## src/rtd_pkg.sv

```systemverilog
// Shared constants for the resistance-thermometer channel and its controller
package rtd_pkg;
    localparam logic [5:0] REG_RAW = 6'h00;
    localparam logic [5:0] REG_LINE = 6'h01;
    localparam logic [5:0] REG_HW_OFF = 6'h11;
    localparam logic [5:0] REG_HW_GAIN = 6'h12;
    localparam logic [5:0] REG_VEND_OFF = 6'h13;
    localparam logic [5:0] REG_VEND_GAIN = 6'h14;
    localparam logic [5:0] REG_TWO_WIRE = 6'h15;
    localparam logic [5:0] REG_UNLOCK = 6'h1f;
    localparam logic [5:0] REG_MODE = 6'h20;
    localparam logic [5:0] REG_USER_OFF = 6'h21;
    localparam logic [5:0] REG_USER_GAIN = 6'h22;
    localparam logic [5:0] REG_SPARE_A = 6'h23;
    localparam logic [5:0] REG_SPARE_B = 6'h24;
    localparam logic [5:0] REG_FILTER = 6'h25;

    localparam logic [15:0] RST_HW_OFF = 16'hed68;
    localparam logic [15:0] RST_HW_GAIN = 16'h4e20;
    localparam logic [15:0] RST_VEND_OFF = 16'h0000;
    localparam logic [15:0] RST_VEND_GAIN = 16'h00a0;
    localparam logic [15:0] RST_TWO_WIRE = 16'h0000;
    localparam logic [15:0] RST_MODE = 16'h0106;
    localparam logic [15:0] RST_USER_OFF = 16'h0000;
    localparam logic [15:0] RST_USER_GAIN = 16'h0100;
    localparam logic [15:0] RST_FILTER = 16'h0000;
    localparam logic [15:0] UNLOCK_CODE = 16'h1235;

    // Mode word fields
    localparam int MB_USER = 0;
    localparam int MB_VEND = 1;
    localparam int MB_WDOG = 2;
    localparam int MB_SIGNMAG = 3;
    localparam int MB_PACKED = 4;
    localparam int MB_FILTER = 7;
    localparam int MB_CLAMP = 8;
    localparam int MB_TWO_WIRE = 10;
    localparam int MB_ELEM_LO = 12;

    // Control byte fields
    localparam int CB_REG = 7;
    localparam int CB_WR = 6;
    localparam int CB_GAIN = 4;
    localparam int CB_OFFS = 3;
    localparam int CB_FAST = 2;
    localparam int CB_UP = 1;
    localparam int CB_DOWN = 0;

    // Status byte fields
    localparam int SB_ERR = 6;
    localparam int SB_OVER = 1;
    localparam int SB_UNDER = 0;

    // Elements
    localparam logic [3:0] EL_PT100 = 4'h0;
    localparam logic [3:0] EL_NI100 = 4'h1;
    localparam logic [3:0] EL_PT1000 = 4'h2;
    localparam logic [3:0] EL_PT500 = 4'h3;
    localparam logic [3:0] EL_PT200 = 4'h4;
    localparam logic [3:0] EL_NI1000 = 4'h5;
    localparam logic [3:0] EL_NI120 = 4'h6;
    localparam logic [3:0] EL_OHM5K = 4'he;
    localparam logic [3:0] EL_OHM1K2 = 4'hf;

    // Resistances in 1/16 ohm
    localparam logic signed [23:0] AXIS_100 = 24'sh000640;
    localparam logic signed [23:0] OHM_MIN = 24'sh0000a0;
    localparam logic signed [23:0] OHM5K_MAX = 24'sh013880;
    localparam logic signed [23:0] OHM1K2_MAX = 24'sh004b00;
    localparam int HW_GAIN_SHIFT = 16;
    localparam int LINE_SHIFT = 8;

    // Filter codes
    localparam logic [15:0] FLT_DEF = 16'h0000;
    localparam logic [15:0] FLT_65 = 16'h0050;
    localparam logic [15:0] FLT_125 = 16'h00a0;
    localparam logic [15:0] FLT_250 = 16'h0140;
    localparam logic [15:0] FLT_500 = 16'h0280;
    typedef enum logic [1:0] {CONV_65MS, CONV_125MS, CONV_250MS, CONV_500MS} rtd_conv_t;

    // Compensation step periods
    localparam int CLK_KHZ = 200000;
    localparam int STEP_FAST_MS = 50;
    localparam int STEP_SLOW_MS = 1000;
    localparam int STEP_FAST_CYC = STEP_FAST_MS * CLK_KHZ;
    localparam int STEP_SLOW_CYC = STEP_SLOW_MS * CLK_KHZ;

    // Controller APB map
    localparam logic [7:0] APB_CMD = 8'h00;
    localparam logic [7:0] APB_RESP = 8'h04;
    localparam logic [7:0] APB_FLAGS = 8'h08;
endpackage

```

## src/rtd_link_if.sv

```systemverilog
// Process-image link between channel and controller
`timescale 1ns/1ps
`default_nettype none
interface rtd_link_if;
    logic stb;          // Controller output image updated, one cycle
    logic [7:0] ctrl;   // Control byte
    logic [15:0] dout;  // Output data word
    logic [7:0] stat;   // Status byte
    logic [15:0] din;   // Input data word
    logic upd;          // Input image updated, one cycle
    modport dev (input stb, input ctrl, input dout, output stat, output din, output upd);
    modport ctl (output stb, output ctrl, output dout, input stat, input din, input upd);
endinterface
`default_nettype wire

```

## src/rtd_dev.sv

```systemverilog
// Channel end: parameters, scaling, range, format and compensation
`timescale 1ns/1ps
`default_nettype none
module rtd_dev #(
    parameter int STEP_FAST_CYC = rtd_pkg::STEP_FAST_CYC,
    parameter int STEP_SLOW_CYC = rtd_pkg::STEP_SLOW_CYC
) (
    input wire logic mclk,                    // Clock
    input wire logic rst_n,                   // Async reset, active low
    rtd_link_if.dev link,                     // Link to controller
    input wire logic signed [15:0] adc_raw,   // Raw conversion result
    input wire logic [15:0] line_raw,         // Raw line resistance
    input wire logic adc_valid,               // New conversion, pulse
    input wire logic adc_error,               // Front-end fault
    output logic [15:0] pv,                   // Process value
    output logic pv_valid,                    // New process value, pulse
    output logic [1:0] conv_sel,              // Conversion time select
    output logic wdog_en,                     // Watchdog enable
    output logic two_wire_en,                 // Two-wire mode
    output logic param_commit                 // Store parameters, pulse
);
    logic [15:0] hw_off_q, hw_gain_q, vend_off_q, vend_gain_q, two_wire_q;
    logic [15:0] mode_q, user_off_q, user_gain_q, filter_q, unlock_q;
    logic [7:0] ctrl_q;
    logic [15:0] rdata;
    logic unlocked, was_unlocked_q, wr_req, comp_on, step;
    logic [27:0] step_cnt_q;
    logic [3:0] elem;
    logic signed [23:0] x_adj, r16, r_min, r_max, r_lim, v_vend, v_user;
    logic signed [40:0] r_prod;
    logic over, under;
    logic signed [15:0] v16;
    logic [15:0] word;

    assign unlocked = (unlock_q == rtd_pkg::UNLOCK_CODE);
    assign wr_req = link.stb && link.ctrl[rtd_pkg::CB_REG] && link.ctrl[rtd_pkg::CB_WR];
    assign comp_on = unlocked && !ctrl_q[rtd_pkg::CB_REG] && ctrl_q[rtd_pkg::CB_WR];
    assign elem = mode_q[rtd_pkg::MB_ELEM_LO +: 4];

    // Latest control byte steers compensation
    always_ff @(posedge mclk or negedge rst_n) begin
        if (!rst_n) begin
            ctrl_q <= 8'h00;
        end else if (link.stb) begin
            ctrl_q <= link.ctrl;
        end
    end

    always_ff @(posedge mclk or negedge rst_n) begin
        if (!rst_n) begin
            step_cnt_q <= 28'h0000000;
        end else if (!comp_on || step) begin
            step_cnt_q <= 28'h0000000;
        end else begin
            step_cnt_q <= step_cnt_q + 28'h0000001;
        end
    end
    assign step = comp_on && (step_cnt_q == (ctrl_q[rtd_pkg::CB_FAST] ? 28'(STEP_FAST_CYC - 1)
                                                                   : 28'(STEP_SLOW_CYC - 1)));

    // Hardware compensation registers, written by link or stepped by compensation
    always_ff @(posedge mclk or negedge rst_n) begin
        if (!rst_n) begin
            hw_off_q <= rtd_pkg::RST_HW_OFF;
            hw_gain_q <= rtd_pkg::RST_HW_GAIN;
        end else if (wr_req && unlocked && link.ctrl[5:0] == rtd_pkg::REG_HW_OFF) begin
            hw_off_q <= link.dout;
        end else if (wr_req && unlocked && link.ctrl[5:0] == rtd_pkg::REG_HW_GAIN) begin
            hw_gain_q <= link.dout;
        end else if (step && (ctrl_q[rtd_pkg::CB_UP] != ctrl_q[rtd_pkg::CB_DOWN])) begin
            if (ctrl_q[rtd_pkg::CB_GAIN]) begin
                hw_gain_q <= ctrl_q[rtd_pkg::CB_UP] ? hw_gain_q + 16'h0001 : hw_gain_q - 16'h0001;
            end
            if (ctrl_q[rtd_pkg::CB_OFFS]) begin
                hw_off_q <= ctrl_q[rtd_pkg::CB_UP] ? hw_off_q + 16'h0001 : hw_off_q - 16'h0001;
            end
        end
    end

    // Parameter registers, protected by the unlock code
    always_ff @(posedge mclk or negedge rst_n) begin
        if (!rst_n) begin
            vend_off_q <= rtd_pkg::RST_VEND_OFF;
            vend_gain_q <= rtd_pkg::RST_VEND_GAIN;
            two_wire_q <= rtd_pkg::RST_TWO_WIRE;
            mode_q <= rtd_pkg::RST_MODE;
            user_off_q <= rtd_pkg::RST_USER_OFF;
            user_gain_q <= rtd_pkg::RST_USER_GAIN;
            filter_q <= rtd_pkg::RST_FILTER;
        end else if (wr_req && unlocked) begin
            case (link.ctrl[5:0])
                rtd_pkg::REG_VEND_OFF: vend_off_q <= link.dout;
                rtd_pkg::REG_VEND_GAIN: vend_gain_q <= link.dout;
                rtd_pkg::REG_TWO_WIRE: two_wire_q <= link.dout;
                rtd_pkg::REG_MODE: mode_q <= link.dout;
                rtd_pkg::REG_USER_OFF: user_off_q <= link.dout;
                rtd_pkg::REG_USER_GAIN: user_gain_q <= link.dout;
                rtd_pkg::REG_FILTER: filter_q <= link.dout;
                default: ;
            endcase
        end
    end

    always_ff @(posedge mclk or negedge rst_n) begin
        if (!rst_n) begin
            unlock_q <= 16'h0000;
        end else if (wr_req && link.ctrl[5:0] == rtd_pkg::REG_UNLOCK) begin
            unlock_q <= link.dout;
        end
    end

    // Leaving the unlocked state stores the parameters
    always_ff @(posedge mclk or negedge rst_n) begin
        if (!rst_n) begin
            was_unlocked_q <= 1'b0;
            param_commit <= 1'b0;
        end else begin
            was_unlocked_q <= unlocked;
            param_commit <= was_unlocked_q && !unlocked;
        end
    end

    always_comb begin
        case (link.ctrl[5:0])
            rtd_pkg::REG_RAW: rdata = adc_raw;
            rtd_pkg::REG_LINE: rdata = line_raw;
            rtd_pkg::REG_HW_OFF: rdata = hw_off_q;
            rtd_pkg::REG_HW_GAIN: rdata = hw_gain_q;
            rtd_pkg::REG_VEND_OFF: rdata = vend_off_q;
            rtd_pkg::REG_VEND_GAIN: rdata = vend_gain_q;
            rtd_pkg::REG_TWO_WIRE: rdata = two_wire_q;
            rtd_pkg::REG_UNLOCK: rdata = unlocked ? unlock_q : 16'h0000;
            rtd_pkg::REG_MODE: rdata = mode_q;
            rtd_pkg::REG_USER_OFF: rdata = user_off_q;
            rtd_pkg::REG_USER_GAIN: rdata = user_gain_q;
            rtd_pkg::REG_FILTER: rdata = filter_q;
            default: rdata = 16'h0000;
        endcase
    end

    // Element range in 1/16 ohm
    always_comb begin
        case (elem)
            rtd_pkg::EL_PT100, rtd_pkg::EL_NI100: begin r_min = 24'sd200; r_max = 24'sd6400; end
            rtd_pkg::EL_PT1000, rtd_pkg::EL_NI1000: begin r_min = 24'sd2000; r_max = 24'sd64000; end
            rtd_pkg::EL_PT500: begin r_min = 24'sd1000; r_max = 24'sd32000; end
            rtd_pkg::EL_PT200: begin r_min = 24'sd400; r_max = 24'sd12800; end
            rtd_pkg::EL_NI120: begin r_min = 24'sd240; r_max = 24'sd7680; end
            rtd_pkg::EL_OHM5K: begin r_min = rtd_pkg::OHM_MIN; r_max = rtd_pkg::OHM5K_MAX; end
            rtd_pkg::EL_OHM1K2: begin r_min = rtd_pkg::OHM_MIN; r_max = rtd_pkg::OHM1K2_MAX; end
            default: begin r_min = rtd_pkg::OHM_MIN; r_max = rtd_pkg::OHM5K_MAX; end
        endcase
    end

    // One compensation pair feeds every element
    always_comb begin
        x_adj = mode_q[rtd_pkg::MB_TWO_WIRE] ? 24'(adc_raw) - 24'($signed(two_wire_q)) : 24'(adc_raw);
        r_prod = (41'(x_adj) + 41'($signed(hw_off_q))) * 41'($signed({1'b0, hw_gain_q}));
        r16 = 24'(r_prod >>> rtd_pkg::HW_GAIN_SHIFT) + rtd_pkg::AXIS_100;
        over = r16 > r_max;
        under = r16 < r_min;
        r_lim = (over && mode_q[rtd_pkg::MB_CLAMP]) ? r_max : r16;
    end

    rtd_line u_vend (
        .en(mode_q[rtd_pkg::MB_VEND]),
        .x(r_lim),
        .off(vend_off_q),
        .gain(vend_gain_q),
        .y(v_vend)
    );

    rtd_line u_user (
        .en(mode_q[rtd_pkg::MB_USER]),
        .x(v_vend),
        .off(user_off_q),
        .gain(user_gain_q),
        .y(v_user)
    );

    // Output word: saturate, sign-magnitude, packed status
    always_comb begin
        if (mode_q[rtd_pkg::MB_PACKED]) begin
            v16 = (v_user > 24'sd4095) ? 16'sd4095 : (v_user < -24'sd4095) ? -16'sd4095 : v_user[15:0];
        end else begin
            v16 = (v_user > 24'sd32767) ? 16'sd32767 : (v_user < -24'sd32767) ? -16'sd32767 : v_user[15:0];
        end
        word = v16;
        if (mode_q[rtd_pkg::MB_SIGNMAG] && v16[15]) begin
            word = {1'b1, 15'(-v16)};
        end
        if (mode_q[rtd_pkg::MB_PACKED]) begin
            word = {word[15], word[11:0], 1'b0, adc_error, over || under};
        end
    end

    always_ff @(posedge mclk or negedge rst_n) begin
        if (!rst_n) begin
            pv <= 16'h0000;
            pv_valid <= 1'b0;
        end else begin
            pv_valid <= adc_valid;
            if (adc_valid) begin
                pv <= word;
            end
        end
    end

    // Range flags follow the latest conversion
    logic over_q, under_q;
    always_ff @(posedge mclk or negedge rst_n) begin
        if (!rst_n) begin
            over_q <= 1'b0;
            under_q <= 1'b0;
        end else if (adc_valid) begin
            over_q <= over;
            under_q <= under;
        end
    end

    // Input image answers each output-image update
    always_ff @(posedge mclk or negedge rst_n) begin
        if (!rst_n) begin
            link.stat <= 8'h00;
            link.din <= 16'h0000;
            link.upd <= 1'b0;
        end else begin
            link.upd <= link.stb;
            if (link.stb && link.ctrl[rtd_pkg::CB_REG]) begin
                link.stat <= link.ctrl & 8'hbf;
                link.din <= link.ctrl[rtd_pkg::CB_WR] ? 16'h0000 : rdata;
            end else if (link.stb) begin
                link.stat <= {1'b0, adc_error, 4'h0, over_q, under_q};
                link.din <= pv;
            end
        end
    end

    always_ff @(posedge mclk or negedge rst_n) begin
        if (!rst_n) begin
            conv_sel <= rtd_pkg::CONV_250MS;
            wdog_en <= 1'b1;
            two_wire_en <= 1'b0;
        end else begin
            wdog_en <= mode_q[rtd_pkg::MB_WDOG];
            two_wire_en <= mode_q[rtd_pkg::MB_TWO_WIRE];
            if (!mode_q[rtd_pkg::MB_FILTER]) begin
                conv_sel <= rtd_pkg::CONV_250MS;
            end else begin
                case (filter_q)
                    rtd_pkg::FLT_65: conv_sel <= rtd_pkg::CONV_65MS;
                    rtd_pkg::FLT_125: conv_sel <= rtd_pkg::CONV_125MS;
                    rtd_pkg::FLT_500: conv_sel <= rtd_pkg::CONV_500MS;
                    rtd_pkg::FLT_250, rtd_pkg::FLT_DEF: conv_sel <= rtd_pkg::CONV_250MS;
                    default: conv_sel <= rtd_pkg::CONV_250MS;
                endcase
            end
        end
    end
endmodule // rtd_dev
`default_nettype wire

```

## src/rtd_line.sv

```systemverilog
// Straight-line scaling stage with saturation
`timescale 1ns/1ps
`default_nettype none
module rtd_line (
    input wire logic en,                 // Stage active
    input wire logic signed [23:0] x,    // Input value
    input wire logic signed [15:0] off,  // Offset
    input wire logic signed [15:0] gain, // Gain, weighted 2^-8
    output logic signed [23:0] y         // Scaled value
);
    logic signed [40:0] prod;
    logic signed [40:0] shr;
    always_comb begin
        prod = (41'(x) + 41'(off)) * 41'(gain);
        shr = prod >>> rtd_pkg::LINE_SHIFT;
        if (!en) begin
            y = x;
        end else if (shr > 41'sd8388607) begin
            y = 24'sh7fffff;
        end else if (shr < -41'sd8388608) begin
            y = 24'sh800000;
        end else begin
            y = shr[23:0];
        end
    end
endmodule // rtd_line
`default_nettype wire

```

## src/flat_wrapper.sv

```systemverilog
// flat-port wrapper written by rule: the top's interface ports become plain ports
module rtd_dev_flat 
#(
    parameter int STEP_FAST_CYC = rtd_pkg::STEP_FAST_CYC,
    parameter int STEP_SLOW_CYC = rtd_pkg::STEP_SLOW_CYC
)
  (mclk, rst_n, adc_raw, line_raw, adc_valid, adc_error, pv, pv_valid, conv_sel, wdog_en, two_wire_en, param_commit, link_stb, link_ctrl, link_dout, link_stat, link_din, link_upd);
  rtd_link_if link_i ();
  input wire logic mclk;
  input wire logic rst_n;
  input wire logic signed [15:0] adc_raw;
  input wire logic [15:0] line_raw;
  input wire logic adc_valid;
  input wire logic adc_error;
  output logic [15:0] pv;
  output logic pv_valid;
  output logic [1:0] conv_sel;
  output logic wdog_en;
  output logic two_wire_en;
  output logic param_commit;
  input wire logic [$bits(link_i.stb)-1:0] link_stb;
  input wire logic [$bits(link_i.ctrl)-1:0] link_ctrl;
  input wire logic [$bits(link_i.dout)-1:0] link_dout;
  output wire logic [$bits(link_i.stat)-1:0] link_stat;
  output wire logic [$bits(link_i.din)-1:0] link_din;
  output wire logic [$bits(link_i.upd)-1:0] link_upd;
  assign link_i.stb = link_stb;
  assign link_i.ctrl = link_ctrl;
  assign link_i.dout = link_dout;
  assign link_stat = link_i.stat;
  assign link_din = link_i.din;
  assign link_upd = link_i.upd;
  rtd_dev #(.STEP_FAST_CYC(STEP_FAST_CYC), .STEP_SLOW_CYC(STEP_SLOW_CYC)) u_core (.mclk(mclk), .rst_n(rst_n), .link(link_i), .adc_raw(adc_raw), .line_raw(line_raw), .adc_valid(adc_valid), .adc_error(adc_error), .pv(pv), .pv_valid(pv_valid), .conv_sel(conv_sel), .wdog_en(wdog_en), .two_wire_en(two_wire_en), .param_commit(param_commit));
endmodule
```

## config.mk

```make
export PLATFORM = sky130hd
export DESIGN_NAME = rtd_dev_flat
export DESIGN_NICKNAME = d
export VERILOG_FILES = /design/src/rtd_pkg.sv /design/src/rtd_link_if.sv /design/src/rtd_dev.sv /design/src/rtd_line.sv /design/src/flat_wrapper.sv
export SDC_FILE = /design/constraint.sdc
export NUM_CORES = 2
export LEC_CHECK = 0
export ABC_AREA = 1
export BUFFER_PORTS_ARGS = -buffer_cell sky130_fd_sc_hd__buf_2
export CAP_MARGIN = 20
export CELL_PAD_IN_SITES_DETAIL_PLACEMENT = 1
export CELL_PAD_IN_SITES_GLOBAL_PLACEMENT = 1
export CORE_MARGIN = 2
export CORE_UTILIZATION = 50
export DETAILED_ROUTE_END_ITERATION = 12
export GPL_TIMING_DRIVEN = 1
export PLACE_DENSITY = 0.83
export SYNTH_ARGS = -nofsm -noshare
export SYNTH_HDL_FRONTEND = slang
export SYNTH_HIERARCHICAL = 1
export SYNTH_SLANG_ARGS = --single-unit
```

## constraint.sdc

```tcl
create_clock -name mclk -period 52.6 [get_ports mclk]
set_input_delay 7.89 -clock mclk [delete_from_list [all_inputs] [get_ports mclk]]
set_output_delay 7.89 -clock mclk [all_outputs]
set_load 0.1 [all_outputs]
```

==> key figures <==
Run status
  • Outcome: completed

Clock tree
  • Root buf cell: clkbuf_16
  • Total CTS buffers: 27
  • # hold bufs at CTS: 0
  • Clock-pin transition on the worst setup and hold timing paths: 0.07 ns
  • CTS resizes: 0
  • CTS tree: done
  • H-tree depth: 1
  • CTS Sinks: 245
  • Post-CTS setup buffers: 0
  • Deepest clock path buffer count: 3
  • Worst-Skew Late Latency: 0.56 ns

Timing
  • Tightest Pin Transition: 1.27 ns
  • RSZ-0062 raised after global routing: false
  • Setup Viol. Count Final: 0
  • Setup slack after layout: 10.90 ns
  • Worst clock skew: 0.0230 ns
  • Crit share post-route: approximately four fifths
  • Fmax: about 24 MHz
  • Post-route setup TNS: 0 ns
  • Final hold vios: 0
  • Slew Viols, Final: 0
  • Min Tclk post-route: 41.70 ns
  • Max-slew headroom: roughly 15%

Placed design
  • # port buffers: approximately 110
  • HPWL after detailed placement: 214000 um
  • Dpl ws: between 10 and 15 ns
  • Dpl cell area: roughly 66000 um^2
  • Post-Place Cells: 10.2k
  • Placer congestion estimate: 1.01

Yosys
  • Register bit total from synthesis: 245
  • FFs w/ async S/R, synth: 100%
  • Synth cell types: 75
  • Net count after synthesis: 10.2k
  • Top cell type's share of synthesized area: 35.9%
  • Top-count cell post-synth: inv_1
  • Top post-synthesis cells by count: inv_1, nand2_1, fa_1
  • Synth Cell Area: 64300 um^2
  • Synth top area cells: fa_1, inv_1, nand2_1
  • Ys Warns: 6
  • Post-synth EDFFs: 0
  • Largest area contributor in the netlist: fa_1
  • Prevailing post-synth register cell: dfrtp_1
  • Mapped Cells: 8557
  • Syn Area/Cell: 7.52 um^2
  • Sequential area share after synthesis: 9.58%

Route
  • Via Count: 59.0k
  • Vias per inst: 5.77
  • Post-Route M1 WL: 103000 um
  • Remaining antenna violation count: 0
  • Initial drt markers: 5245
  • Met3 WL: 25300 um
  • Max layer used: met5
  • Remaining DRCs: 0
  • Metal2 WL: 113000 um
  • Pre-antenna DRT Iters: 8
  • Wire per inst: 25.0 um
  • Final wirelength: 256000 um

Cells and area
  • Design area: 67500 um^2
  • Layout cell share with drive strength beyond 1: under 10%
  • Area Growth Syn to Fin: 4.91%
  • Fin nets: 10.2k
  • Final-layout fill cell count: 16.2k
  • Final cell count without fillers: ~10k

Worst setup path
  • R2R setup slack: 17.84 ns
  • Critical Path Max Stage Delay: 0.98 ns
  • R2R depth: approximately 150
  • Critical R2R Launch: u_core/two_wire_q[1]
  • CP Class: input port to flip-flop
  • Cell mode on critical path: nand2_1
  • Crit start category: input port
  • Critical Path End Type: flip-flop
  • Slowest cell on crit path: xnor2_1
  • Critical path fanouts, max: 23
  • CP required: 53.05 ns
  • Critical path arrival: 42.14 ns
  • Reg-to-Reg End: u_core/pv[12]

Global routing
  • First-pass GRT wire length: 391000 um
  • Antenna violations before repair: 22
  • Largest net degree at the start of global routing: 89
  • Total Routing Usage GR: 39.3%
  • Vias in the first global route: 65.1k
  • Remaining global-route overflow: 0

Hold path
  • Hold path start: u_core/mode_q[2]
  • Sink of the worst hold path: u_core/wdog_en
  • Worst Hold Depth: 0
  • Hold Crit Class: flip-flop to flip-flop

Floorplanning
  • IO Pins: 108
  • Die Footprint: 132000 um^2
  • Starting density of the core: 50.4%
  • Die X: 363 um
  • Die height: about 360 um
  • Core region area: 128000 um^2
  • Row count: 131

Job
  • Max cap viols: 0
==> sequential cells by signal (all words and copies together) (netlist names), 2 cells and up <==
signal and flops:
u_core/step_cnt_q 28, u_core/filter_q 16, u_core/hw_gain_q 16, u_core/hw_off_q 16, u_core/link.din 16, u_core/mode_q 16
u_core/pv 16, u_core/two_wire_q 16, u_core/unlock_q 16, u_core/user_gain_q 16, u_core/user_off_q 16, u_core/vend_gain_q 16
u_core/vend_off_q 16, u_core/link.stat 8, u_core/ctrl_q 7, u_core/conv_sel 2
==> layout by cell type, fill, tap and decap left out, types with 25 or more instances in the layout <==
cell | netlist | routed
buf_2 | 14 | 107
o22ai_1 | 32 | 32
clkbuf_16 | 0 | 27
nor4_1 | 25 | 25
nand3_1 | 206 | 206
inv_2 | 41 | 41
inv_1 | 2051 | 2051
nor2_1 | 876 | 876
nand2_2 | 88 | 88
a221oi_1 | 43 | 43
xor2_1 | 97 | 96
nand2_1 | 1844 | 1844
or2_2 | 47 | 47
ha_1 | 429 | 429
buf_4 | 2 | 66
fa_1 | 1152 | 1152
dfrtp_1 | 223 | 223
a21oi_2 | 48 | 48
o21ai_0 | 317 | 317
nand4_1 | 52 | 52
o21bai_1 | 29 | 29
xnor2_1 | 60 | 60
nor3_1 | 46 | 45
a21oi_1 | 297 | 297
nor2_2 | 40 | 40
==> critical path, delay by kind of cell <==
family	cells	cell delay, ns
AOI/OAI and AO/OA	28	7.45
xor gates and xnor gates	3	1.44
adders and majority gates	29	13.44
buffers and inverters	18	1.65
and+or+nand+nor	71	10.17
==> kinds of logic after synthesis <==
group,synth area share (%)
DFF,9.58
xor gates and xnor gates,2.24
AOI/OAI and AO/OA,8.46
adders and majority gates,44.2
and+or+nand+nor,21.5
buffers and inverters,14.0
==> how the worst max path moves through the flow <==
stage | from | end | slack (ns) | depth (start not counted)
final | adc_raw[2] | u_core/pv[12] | 10.90 | 149
after global placement | adc_raw[0] | u_core/pv[12] | 11.55 | 146
after CTS | adc_raw[0] | u_core/pv[12] | 11.45 | 148
after floorplan | adc_raw[0] | u_core/pv[12] | 18.54 | 148
after detailed placement | adc_raw[0] | u_core/pv[12] | 10.99 | 148
after global routing | adc_raw[2] | u_core/pv[12] | 8.62 | 151
==> cell type report <==
type                    count  area, um^2  share of cell area [%]
inverters                2114        7950                    11.8
diodes                      9        22.5                  0.0334
well taps                1662        2080                    3.08
multi-input cells        5960       49200                    72.9
flip-flops and latches    245        6160                    9.13
clock buffers              34         742                    1.10
repair buffers            177        1110                    1.65
clock inverters            14         221                   0.328
==> metal layers <==
metal,vias up,track usage (%)
met5,-,0
li1,25400,-
met4,22,19.3
met1,30000,51.1
met2,2751,61.2
met3,749,9.99
==> metrics by stage <==
| step | util [%] | hold slack, ns |
|---|---|---|
| 2_1_floorplan | - | 0.352 |
| 3_3_place_gp | 52.1 | 0.368 |
| 3_5_place_dp | 52.1 | 0.366 |
| 4_1_cts | 52.8 | 0.384 |
| 5_1_grt | 52.9 | 0.395 |
| 6_report | 52.9 | 0.385 |
Power is not shown: default switching activity piles up to over one toggle a cycle in this logic, so the estimate is an artifact.
